File: config.mk
export PLATFORM = sky130hd
export DESIGN_NAME = cfu_top
export DESIGN_NICKNAME = d
export VERILOG_FILES = /design/src/hdl/cfu_pkg.sv /design/src/hdl/cfu_sync.sv /design/src/hdl/cfu_top.sv
export VERILOG_INCLUDE_DIRS = /design/src /design/src/hdl
export SDC_FILE = /design/constraint.sdc
export NUM_CORES = 2
export LEC_CHECK = 0
export BUFFER_PORTS_ARGS = -buffer_cell sky130_fd_sc_hd__buf_2
export CORE_UTILIZATION = 40
export CTS_CLUSTER_DIAMETER = 120
export DETAILED_ROUTE_END_ITERATION = 10
export SYNTH_ARGS = -nofsm -noshare
export SYNTH_HDL_FRONTEND = slang
export SYNTH_SLANG_ARGS = --single-unit
export TNS_END_PERCENT = 20
File: constraint.sdc
create_clock -name i_sys_clk -period 4.1 [get_ports i_sys_clk]
set_input_delay 0.615 -clock i_sys_clk [delete_from_list [all_inputs] [get_ports i_sys_clk]]
set_output_delay 0.615 -clock i_sys_clk [all_outputs]
set_load 0.02 [all_outputs]
File: src/hdl/cfu_params.svh
// Constants of the card firmware update sequencer
`ifndef CFU_PARAMS_SVH
`define CFU_PARAMS_SVH
// Firmware image length in bytes, and index of its last byte
`define CFU_IMG_BYTES 7'h40
`define CFU_IMG_LAST 7'h3F
// Index of the last parameter file byte
`define CFU_PAR_LAST 7'h0F
// Top value of the progress display
`define CFU_PCT_TOP 7'h64
// File selectors sent to the card
`define CFU_FILE_NONE 2'h0
`define CFU_FILE_IMG 2'h1
`define CFU_FILE_PAR 2'h2
// Number of synchronised pin inputs
`define CFU_SYNC_W 9
// Positions in the synchronised input vector
`define CFU_IN_KEY_A 0
`define CFU_IN_KEY_B 1
`define CFU_IN_AUX 2
`define CFU_IN_PRES 3
`define CFU_IN_ERR 4
`define CFU_IN_CCLK 5
`define CFU_IN_CDAT 6
`define CFU_IN_NOFILE 7
`define CFU_IN_SD 8
`endif

File: src/hdl/cfu_pkg.sv
// Types of the card firmware update sequencer
`include "cfu_params.svh"
package cfu_pkg;
  // Sequencer states
  typedef enum logic [3:0] {
    S_POR, S_RUN, S_MON, S_COPY, S_ERASE, S_PROG, S_PAR, S_CCC
  } cfu_state_t;
  // What the front display shows
  typedef enum logic [1:0] {
    DISP_BLANK, DISP_DASH, DISP_CCC, DISP_NUM
  } cfu_dmode_t;
  typedef struct packed {
    cfu_dmode_t mode;
    logic [6:0] value;
  } cfu_disp_t;
  // Internal program memory port
  typedef struct packed {
    logic erase;
    logic we;
    logic [5:0] addr;
    logic [7:0] data;
  } cfu_pm_t;
  // Request towards the card
  typedef struct packed {
    logic req;
    logic [1:0] file;
    logic sd_mode;
  } cfu_card_t;
  // Whole state of the sequencer
  typedef struct packed {
    cfu_state_t st;
    cfu_state_t ret;
    cfu_disp_t disp;
    cfu_pm_t pm;
    cfu_card_t card;
    logic fw_run;
    logic par_stb;
    logic [7:0] par_byte;
    logic [6:0] cnt;
    logic [7:0] shreg;
    logic [2:0] bitn;
    logic clk_prev;
    logic keys_rel;
    logic busy;
    logic [63:0][7:0] mem;
  } cfu_st_t;
  // State of the input synchroniser
  typedef struct packed {
    logic [`CFU_SYNC_W-1:0] ff1;
    logic [`CFU_SYNC_W-1:0] ff2;
    logic [`CFU_SYNC_W-1:0] ff3;
    logic [`CFU_SYNC_W-1:0] q;
  } cfu_sync_t;
endpackage

File: src/hdl/cfu_sync.sv
// Three-stage pin synchroniser with agreement filter
`timescale 1ns/1ps
`include "cfu_params.svh"
module cfu_sync (
  input wire logic i_sys_clk,
  input wire logic i_rst_n,
  input wire logic [`CFU_SYNC_W-1:0] i_pins,
  output logic [`CFU_SYNC_W-1:0] o_q
);
  cfu_pkg::cfu_sync_t s_r;
  cfu_pkg::cfu_sync_t s_nxt;

  // ==========================================
  // Shift chain; output moves only when ff2 and ff3 agree
  always_comb begin
    s_nxt = s_r;
    s_nxt.ff1 = i_pins;
    s_nxt.ff2 = s_r.ff1;
    s_nxt.ff3 = s_r.ff2;
    for (int i = 0; i < `CFU_SYNC_W; i++) begin
      if (s_r.ff2[i] == s_r.ff3[i]) begin
        s_nxt.q[i] = s_r.ff3[i];
      end
    end
  end

  always_ff @(posedge i_sys_clk) begin
    if (!i_rst_n) begin
      s_r <= '0;
    end else begin
      s_r <= s_nxt;
    end
  end

  assign o_q = s_r.q;
endmodule

File: src/hdl/cfu_top.sv
// Card firmware update sequencer, top level
// How it works
// - Accept both MMC and SD cards
// - Keypad or setup software may start transfers
// - Both keys at power-up: monitor, dash
// - Card failure in monitor shows CCC
// - Halted command resumes after card reinserted
// - Second double key press starts update
// - Copy phase counts display up 0..100
// - Erase phase holds display at 100
// - Program phase counts display down 100..0
// - New firmware starts after programming
// - Parameter file loaded automatically on restart
`timescale 1ns/1ps
`include "cfu_params.svh"
module cfu_top (
  input wire logic i_sys_clk,
  input wire logic i_rst_n,
  input wire logic i_key_a,
  input wire logic i_key_b,
  input wire logic i_aux_ok,
  input wire logic i_sw_start,
  input wire logic i_card_present,
  input wire logic i_card_err,
  input wire logic i_card_clk,
  input wire logic i_card_dat,
  input wire logic i_card_nofile,
  input wire logic i_card_sd,
  input wire logic i_pm_done,
  output cfu_pkg::cfu_disp_t o_disp,
  output cfu_pkg::cfu_pm_t o_pm,
  output cfu_pkg::cfu_card_t o_card,
  output logic o_fw_run,
  output logic o_par_stb,
  output logic [7:0] o_par_byte
);
  cfu_pkg::cfu_st_t st_r;
  cfu_pkg::cfu_st_t st_nxt;
  logic [`CFU_SYNC_W-1:0] pins;
  logic [`CFU_SYNC_W-1:0] s;
  logic both_keys;
  logic card_bad;
  logic bit_edge;
  logic [7:0] new_byte;

  // ==========================================
  // Input synchronisation
  assign pins = {i_card_sd, i_card_nofile, i_card_dat, i_card_clk,
                 i_card_err, i_card_present, i_aux_ok, i_key_b, i_key_a};

  cfu_sync u_sync (
    .i_sys_clk(i_sys_clk),
    .i_rst_n(i_rst_n),
    .i_pins(pins),
    .o_q(s)
  );

  // Decoded conditions
  assign both_keys = s[`CFU_IN_KEY_A] & s[`CFU_IN_KEY_B];
  assign card_bad = !s[`CFU_IN_PRES] | s[`CFU_IN_ERR];
  assign bit_edge = s[`CFU_IN_CCLK] & !st_r.clk_prev;
  assign new_byte = {st_r.shreg[6:0], s[`CFU_IN_CDAT]};

  // ==========================================
  // Progress in percent of the image
  function automatic logic [6:0] pct(input logic [6:0] n);
    logic [13:0] prod;
    prod = {7'h00, n} * {7'h00, `CFU_PCT_TOP};
    pct = 7'(prod / {7'h00, `CFU_IMG_BYTES});
  endfunction

  // ==========================================
  // Sequencer next state
  always_comb begin
    st_nxt = st_r;
    st_nxt.clk_prev = s[`CFU_IN_CCLK];
    st_nxt.par_stb = 1'b0;
    st_nxt.pm.we = 1'b0;
    unique case (st_r.st)
      cfu_pkg::S_POR: begin
        st_nxt.disp.mode = cfu_pkg::DISP_BLANK;
        if (s[`CFU_IN_AUX]) begin
          if (both_keys) begin
            st_nxt.st = cfu_pkg::S_MON;
            st_nxt.keys_rel = 1'b0;
          end else begin
            st_nxt.fw_run = 1'b1;
            st_nxt.st = cfu_pkg::S_PAR;
            st_nxt.cnt = 7'h00;
            st_nxt.bitn = 3'h0;
          end
        end
      end
      cfu_pkg::S_MON: begin
        st_nxt.disp.mode = cfu_pkg::DISP_DASH;
        if (!s[`CFU_IN_KEY_A] && !s[`CFU_IN_KEY_B]) begin
          st_nxt.keys_rel = 1'b1;
        end
        if (card_bad) begin
          st_nxt.st = cfu_pkg::S_CCC;
          st_nxt.ret = cfu_pkg::S_MON;
        end else if ((st_r.keys_rel && both_keys) || i_sw_start) begin
          st_nxt.st = cfu_pkg::S_COPY;
          st_nxt.cnt = 7'h00;
          st_nxt.bitn = 3'h0;
          st_nxt.card.req = 1'b1;
          st_nxt.card.file = `CFU_FILE_IMG;
          st_nxt.card.sd_mode = s[`CFU_IN_SD];
          st_nxt.disp.mode = cfu_pkg::DISP_NUM;
          st_nxt.disp.value = 7'h00;
        end
      end
      cfu_pkg::S_COPY: begin
        if (card_bad) begin
          st_nxt.st = cfu_pkg::S_CCC;
          st_nxt.ret = cfu_pkg::S_COPY;
          st_nxt.card.req = 1'b0;
        end else if (bit_edge) begin
          st_nxt.shreg = new_byte;
          st_nxt.bitn = st_r.bitn + 3'h1;
          if (st_r.bitn == 3'h7) begin
            st_nxt.mem[st_r.cnt[5:0]] = new_byte;
            st_nxt.cnt = st_r.cnt + 7'h01;
            st_nxt.disp.value = pct(st_r.cnt + 7'h01);
            if (st_r.cnt == `CFU_IMG_LAST) begin
              st_nxt.st = cfu_pkg::S_ERASE;
              st_nxt.card.req = 1'b0;
              st_nxt.card.file = `CFU_FILE_NONE;
              st_nxt.pm.erase = 1'b1;
            end
          end
        end
      end
      cfu_pkg::S_ERASE: begin
        st_nxt.disp.value = `CFU_PCT_TOP;
        if (i_pm_done) begin
          st_nxt.pm.erase = 1'b0;
          st_nxt.st = cfu_pkg::S_PROG;
          st_nxt.cnt = 7'h00;
          st_nxt.busy = 1'b0;
        end
      end
      cfu_pkg::S_PROG: begin
        if (!st_r.busy) begin
          st_nxt.pm.we = 1'b1;
          st_nxt.pm.addr = st_r.cnt[5:0];
          st_nxt.pm.data = st_r.mem[st_r.cnt[5:0]];
          st_nxt.busy = 1'b1;
        end else if (i_pm_done && !st_r.pm.we) begin
          st_nxt.busy = 1'b0;
          st_nxt.cnt = st_r.cnt + 7'h01;
          st_nxt.disp.value = `CFU_PCT_TOP - pct(st_r.cnt + 7'h01);
          if (st_r.cnt == `CFU_IMG_LAST) begin
            st_nxt.fw_run = 1'b1;
            st_nxt.disp.mode = cfu_pkg::DISP_BLANK;
            st_nxt.st = cfu_pkg::S_PAR;
            st_nxt.cnt = 7'h00;
            st_nxt.bitn = 3'h0;
          end
        end
      end
      cfu_pkg::S_PAR: begin
        st_nxt.card.req = 1'b1;
        st_nxt.card.file = `CFU_FILE_PAR;
        if (card_bad || s[`CFU_IN_NOFILE]) begin
          st_nxt.st = cfu_pkg::S_RUN;
          st_nxt.card.req = 1'b0;
          st_nxt.card.file = `CFU_FILE_NONE;
        end else if (bit_edge) begin
          st_nxt.shreg = new_byte;
          st_nxt.bitn = st_r.bitn + 3'h1;
          if (st_r.bitn == 3'h7) begin
            st_nxt.par_stb = 1'b1;
            st_nxt.par_byte = new_byte;
            st_nxt.cnt = st_r.cnt + 7'h01;
            if (st_r.cnt == `CFU_PAR_LAST) begin
              st_nxt.st = cfu_pkg::S_RUN;
              st_nxt.card.req = 1'b0;
              st_nxt.card.file = `CFU_FILE_NONE;
            end
          end
        end
      end
      cfu_pkg::S_RUN: begin
        st_nxt.fw_run = 1'b1;
      end
      cfu_pkg::S_CCC: begin
        st_nxt.disp.mode = cfu_pkg::DISP_CCC;
        if (!card_bad) begin
          st_nxt.st = st_r.ret;
          if (st_r.ret == cfu_pkg::S_COPY) begin
            st_nxt.cnt = 7'h00;
            st_nxt.bitn = 3'h0;
            st_nxt.card.req = 1'b1;
            st_nxt.card.file = `CFU_FILE_IMG;
            st_nxt.disp.mode = cfu_pkg::DISP_NUM;
            st_nxt.disp.value = 7'h00;
          end
        end
      end
      default: st_nxt.st = cfu_pkg::S_POR;
    endcase
  end

  // State register
  always_ff @(posedge i_sys_clk) begin
    if (!i_rst_n) begin
      st_r <= '0;
    end else begin
      st_r <= st_nxt;
    end
  end

  // ==========================================
  // Outputs straight from the state register
  assign o_disp = st_r.disp;
  assign o_pm = st_r.pm;
  assign o_card = st_r.card;
  assign o_fw_run = st_r.fw_run;
  assign o_par_stb = st_r.par_stb;
  assign o_par_byte = st_r.par_byte;
endmodule

==> flow_metrics.py <==
metrics = {
    "logic_synthesis": {
        "yosys_most_used_dff": "dfxtp_1",
        "synth_cell_types": 74,
        "ys_seq_area_share_pct": 44.0,
        "netlist_area_um2": 27800,
        "synth_cells": 3094,
        "yosysWarnings": 0,
        "synth_area_per_cell_um2": 8.99,
        "ys_seq_elements": 612,
        "synth_edf_count": 0,
        "syn_nets": 3133,
        "synthArstFlopShare_pct": 0,
    },
    "worst_setup_path": {
        "end_kind": "flop",
        "worst_ep_required_time_ps": 4610,
        "crit_fanout": 5,
        "crit_arrival_ps": 4430,
        "cp_common_cell": "ha_1",
        "max_stage_delay_ps": 500,
        "critPathSlowestCell": "fa_1",
        "r2r-end": "o_disp[5]$_SDFFE_PN0P_",
        "path_cells": "ha_1 > nor2b_1 > or2_2 > ha_1 > ha_1 > inv_1 > fa_1 > inv_1 > ha_4 > buf_4 > xor2_2 > nor2_1 > a311o_1 > a211oi_1 > a31oi_1 > a221oi_1",
        "crit_type": "flop to flop",
        "ff2ff_path_depth": 16,
        "worst_setup_path_start_kind": "flop",
        "r2r_setup_slack_ps": 180,
        "rr_startpoint": "st_r[526]$_SDFFE_PN0P_",
    },
    "timing": {
        "fin_crit_ps": 3920,
        "skew_ps": 31.3,
        "tightest_slew_ps": 1250,
        "hold_viol": 0,
        "fin_ws_ps": 180,
        "max-slew-margin-rel_pct": 16.4,
        "maxSlewViolCount": 0,
        "grt_setup_unrepaired": "no",
        "finalSetupTns_ps": 0,
        "fmaxAchievable_mhz": 255,
        "setup_violations": 0,
        "fin_crit_sh_pct": 95.6,
    },
    "power_and_ir_drop": {
        "p_leak_nw": 10.1,
        "powerDensity_nw_per_um2": 424,
        "peakVddDrop_uv": 309,
    },
    "layout": {
        "multi_input_area_um2": 14100,
        "regArea_um2": 12300,
        "syn2layout_area_growth_pct": 10.9,
        "nets": 3018,
        "fill_cells": 6576,
        "n_antenna_cell": 0,
        "drive_gt1_share_pct": 14.5,
    },
    "clocking": {
        "cts_buffers": 68,
        "hold_buffers": 0,
        "cts_tree": "yes",
        "clock-sinks": 612,
        "clkTransAtPathRegs_ps": 60,
        "cts-htree-levels": 3,
        "insertion_delay_ps": 610,
        "cts.path.max_buffers": 3,
        "root_buffer": "clkbuf_16",
    },
    "place": {
        "gp_congestion": 0.840,
        "place_hpwl_um": 49300,
        "post-place-ws_ps": 31.8,
        "port_buffers": 51,
    },
    "floorplan": {
        "initial_core_util_pct": 40.5,
        "pin_count": 52,
        "core_area_um2": 68700,
        "rows": 96,
        "die_y_um": 266,
        "dieArea_um2": 70600,
        "die_x_um": 266,
    },
    "route": {
        "final_antenna_net_count": 0,
        "drt_iter0_drc": 2424,
        "vias": 22884,
        "via_per_inst": 5.78,
        "drt_first_pass_iters": 6,
        "wire_per_inst_um": 20.4,
        "finalWirelength_um": 80800,
        "drc": 0,
    },
    "flow_run": {
        "max_cap_viol_count": 0,
    },
    "global_routing": {
        "grt_max_degree": 208,
        "grt_pass1_wl_um": 128000,
        "grt_overflow": 0,
        "antenna_found_initial": 0,
        "grt_pass1_vias": 22342,
        "grt_usage_pct": 22.8,
    },
    "min_path": {
        "min_to": "u_sync.s_nxt[20]$_SDFF_PN0_",
        "hold_path_startpoint": "i_aux_ok",
        "hp-class": "input pin to flop",
        "whs_path_depth": 2,
    },
    "run_status": {
        "outcome": "complete, no violations",
    },
}
[logic make-up after synthesis]
logic type                 Yosys count  share of synthesized area (%)
AOI/OAI and AO/OA                  614                           11.9
xor gates and xnor gates            11                          0.346
and+or+nand+nor                   1139                           18.7
buffers and inverters              345                           5.48
adders and majority gates           26                           1.22
DFF                                612                           44.0
muxes                              347                           18.3
[area by class of cell]
cell class | instances | area share [%]
clock buffer | 100 | 6.39
clock inverter | 17 | 0.645
inverter | 22 | 0.292
multi-input combinational | 2137 | 45.8
sequential | 612 | 39.8
tap | 931 | 3.78
timing repair buffer | 138 | 3.27
[Yosys cell counts, drive strengths merged (3+ instances only)]
library cell | number | area share, %
dfxtp | 612 | 44
nand2 | 474 | 6.4
a21oi | 421 | 7.6
nand3 | 337 | 6.1
nor2 | 225 | 3.5
mux2i | 211 | 7.6
clkbuf | 194 | 2.6
buf | 129 | 2.6
mux4 | 128 | 10
o21ai | 101 | 1.8
and2 | 33 | 0.74
ha | 24 | 1.1
inv | 22 | 0.30
o22ai | 22 | 0.49
nor3 | 13 | 0.25
a31oi | 12 | 0.27
nor2b | 10 | 0.22
a22oi | 8 | 0.22
mux2 | 8 | 0.32
nand2b | 8 | 0.18
a211oi | 7 | 0.19
xnor2 | 6 | 0.19
nand4 | 5 | 0.11
o31ai | 5 | 0.13
or2 | 5 | 0.11
xor2 | 5 | 0.16
a221oi | 4 | 0.13
and3 | 4 | 0.090
and3b | 4 | 0.13
nor4 | 4 | 0.20
o211ai | 4 | 0.11
a2111oi | 3 | 0.094
a211o | 3 | 0.094
nand3b | 3 | 0.081
or3 | 3 | 0.085
[layer usage]
layer  GRT usage (%)  wire length, µm  up-vias
li1                -                -    10609
met1            30.3            34900    11310
met2            37.5            38700      836
met3            3.57             5310      129
met4            7.77             1940        0
met5               0                0        -
[through the flow]
step / utilization [%] / instance area, µm² / cells / hold WS [ps] / power, mW
CTS: 44.9 / 30800 / 3956 / 205 / 13.2
detailed placement: 41.7 / 28600 / 3839 / 418 / 7.21
finish: 44.9 / 30900 / 3957 / 234 / 13.1
floorplan: - / 27900 / 3094 / 412 / 7.00
global placement: 41.7 / 28600 / 3839 / 421 / 7.21
global route: 44.9 / 30900 / 3957 / 227 / 13.5
[repair_timing]
action | 4_1_cts | 5_1_grt
resized for setup | 0 | 4
endpoints found under the setup margin | 0 | 3
setup buffers | 0 | 1
[worst max path at each step]
stage	end	slack [ps]	startpoint	cells past startpoint
after global routing	o_disp[5]$_SDFFE_PN0P_	2	st_r[528]$_SDFFE_PN0P_	13
final	o_disp[5]$_SDFFE_PN0P_	180	st_r[526]$_SDFFE_PN0P_	16
after floorplan	o_disp[5]$_SDFFE_PN0P_	2	st_r[526]$_SDFFE_PN0P_	17
after detailed placement	o_disp[5]$_SDFFE_PN0P_	30	st_r[526]$_SDFFE_PN0P_	15
after global placement	o_disp[5]$_SDFFE_PN0P_	110	st_r[526]$_SDFFE_PN0P_	16
after CTS	o_disp[5]$_SDFFE_PN0P_	20	st_r[526]$_SDFFE_PN0P_	15
[critical path, delay by kind of cell (launching register included)]
| kind | cells | cell delay [ps] |
|---|---|---|
| AOI/OAI and AO/OA | 4 | 890 |
| xor gates and xnor gates | 1 | 170 |
| adders and majority gates | 5 | 1580 |
| buffers and inverters | 3 | 280 |
| DFF | 1 | 360 |
| and+or+nand+nor | 3 | 540 |
[power breakdown]
group	leakage, nW	internal (mW)	total (mW)	switching [mW]
Combinational	4.13	0.367	1.05	0.684
Sequential	4.94	6.00	6.03	0.0361
Clock	1.06	3.53	5.99	2.47
[state kept, by name, summed over array words and instances (netlist names)]
register      count
u_sync.s_r        9
o_fw_run          1
u_sync.o_q        9
new_byte          7
o_pm             16
o_par_stb         1
o_par_byte        8
o_card            4
st_r            530
o_disp            9
u_sync.s_nxt     18
[cells in the final DEF (no fill, tap or decap), types with 6 or more instances in the layout]
master and count:
a21oi_1 421, a22oi_1 8, a31oi_1 12, and2_1 33
buf_12 8, buf_2 51, buf_4 79, clkbuf_1 17
clkbuf_16 68, clkbuf_8 15, dfxtp_1 601, dfxtp_2 8
ha_1 23, inv_1 21, mux2_2 8, mux2i_1 211
mux4_2 128, nand2_1 474, nand2b_1 8, nand3_1 336
nor2_1 203, nor2_2 14, nor2_8 6, nor2b_1 10
nor3_1 11, o21ai_0 100, o22ai_1 22
(Power assumes the default switching activity.)
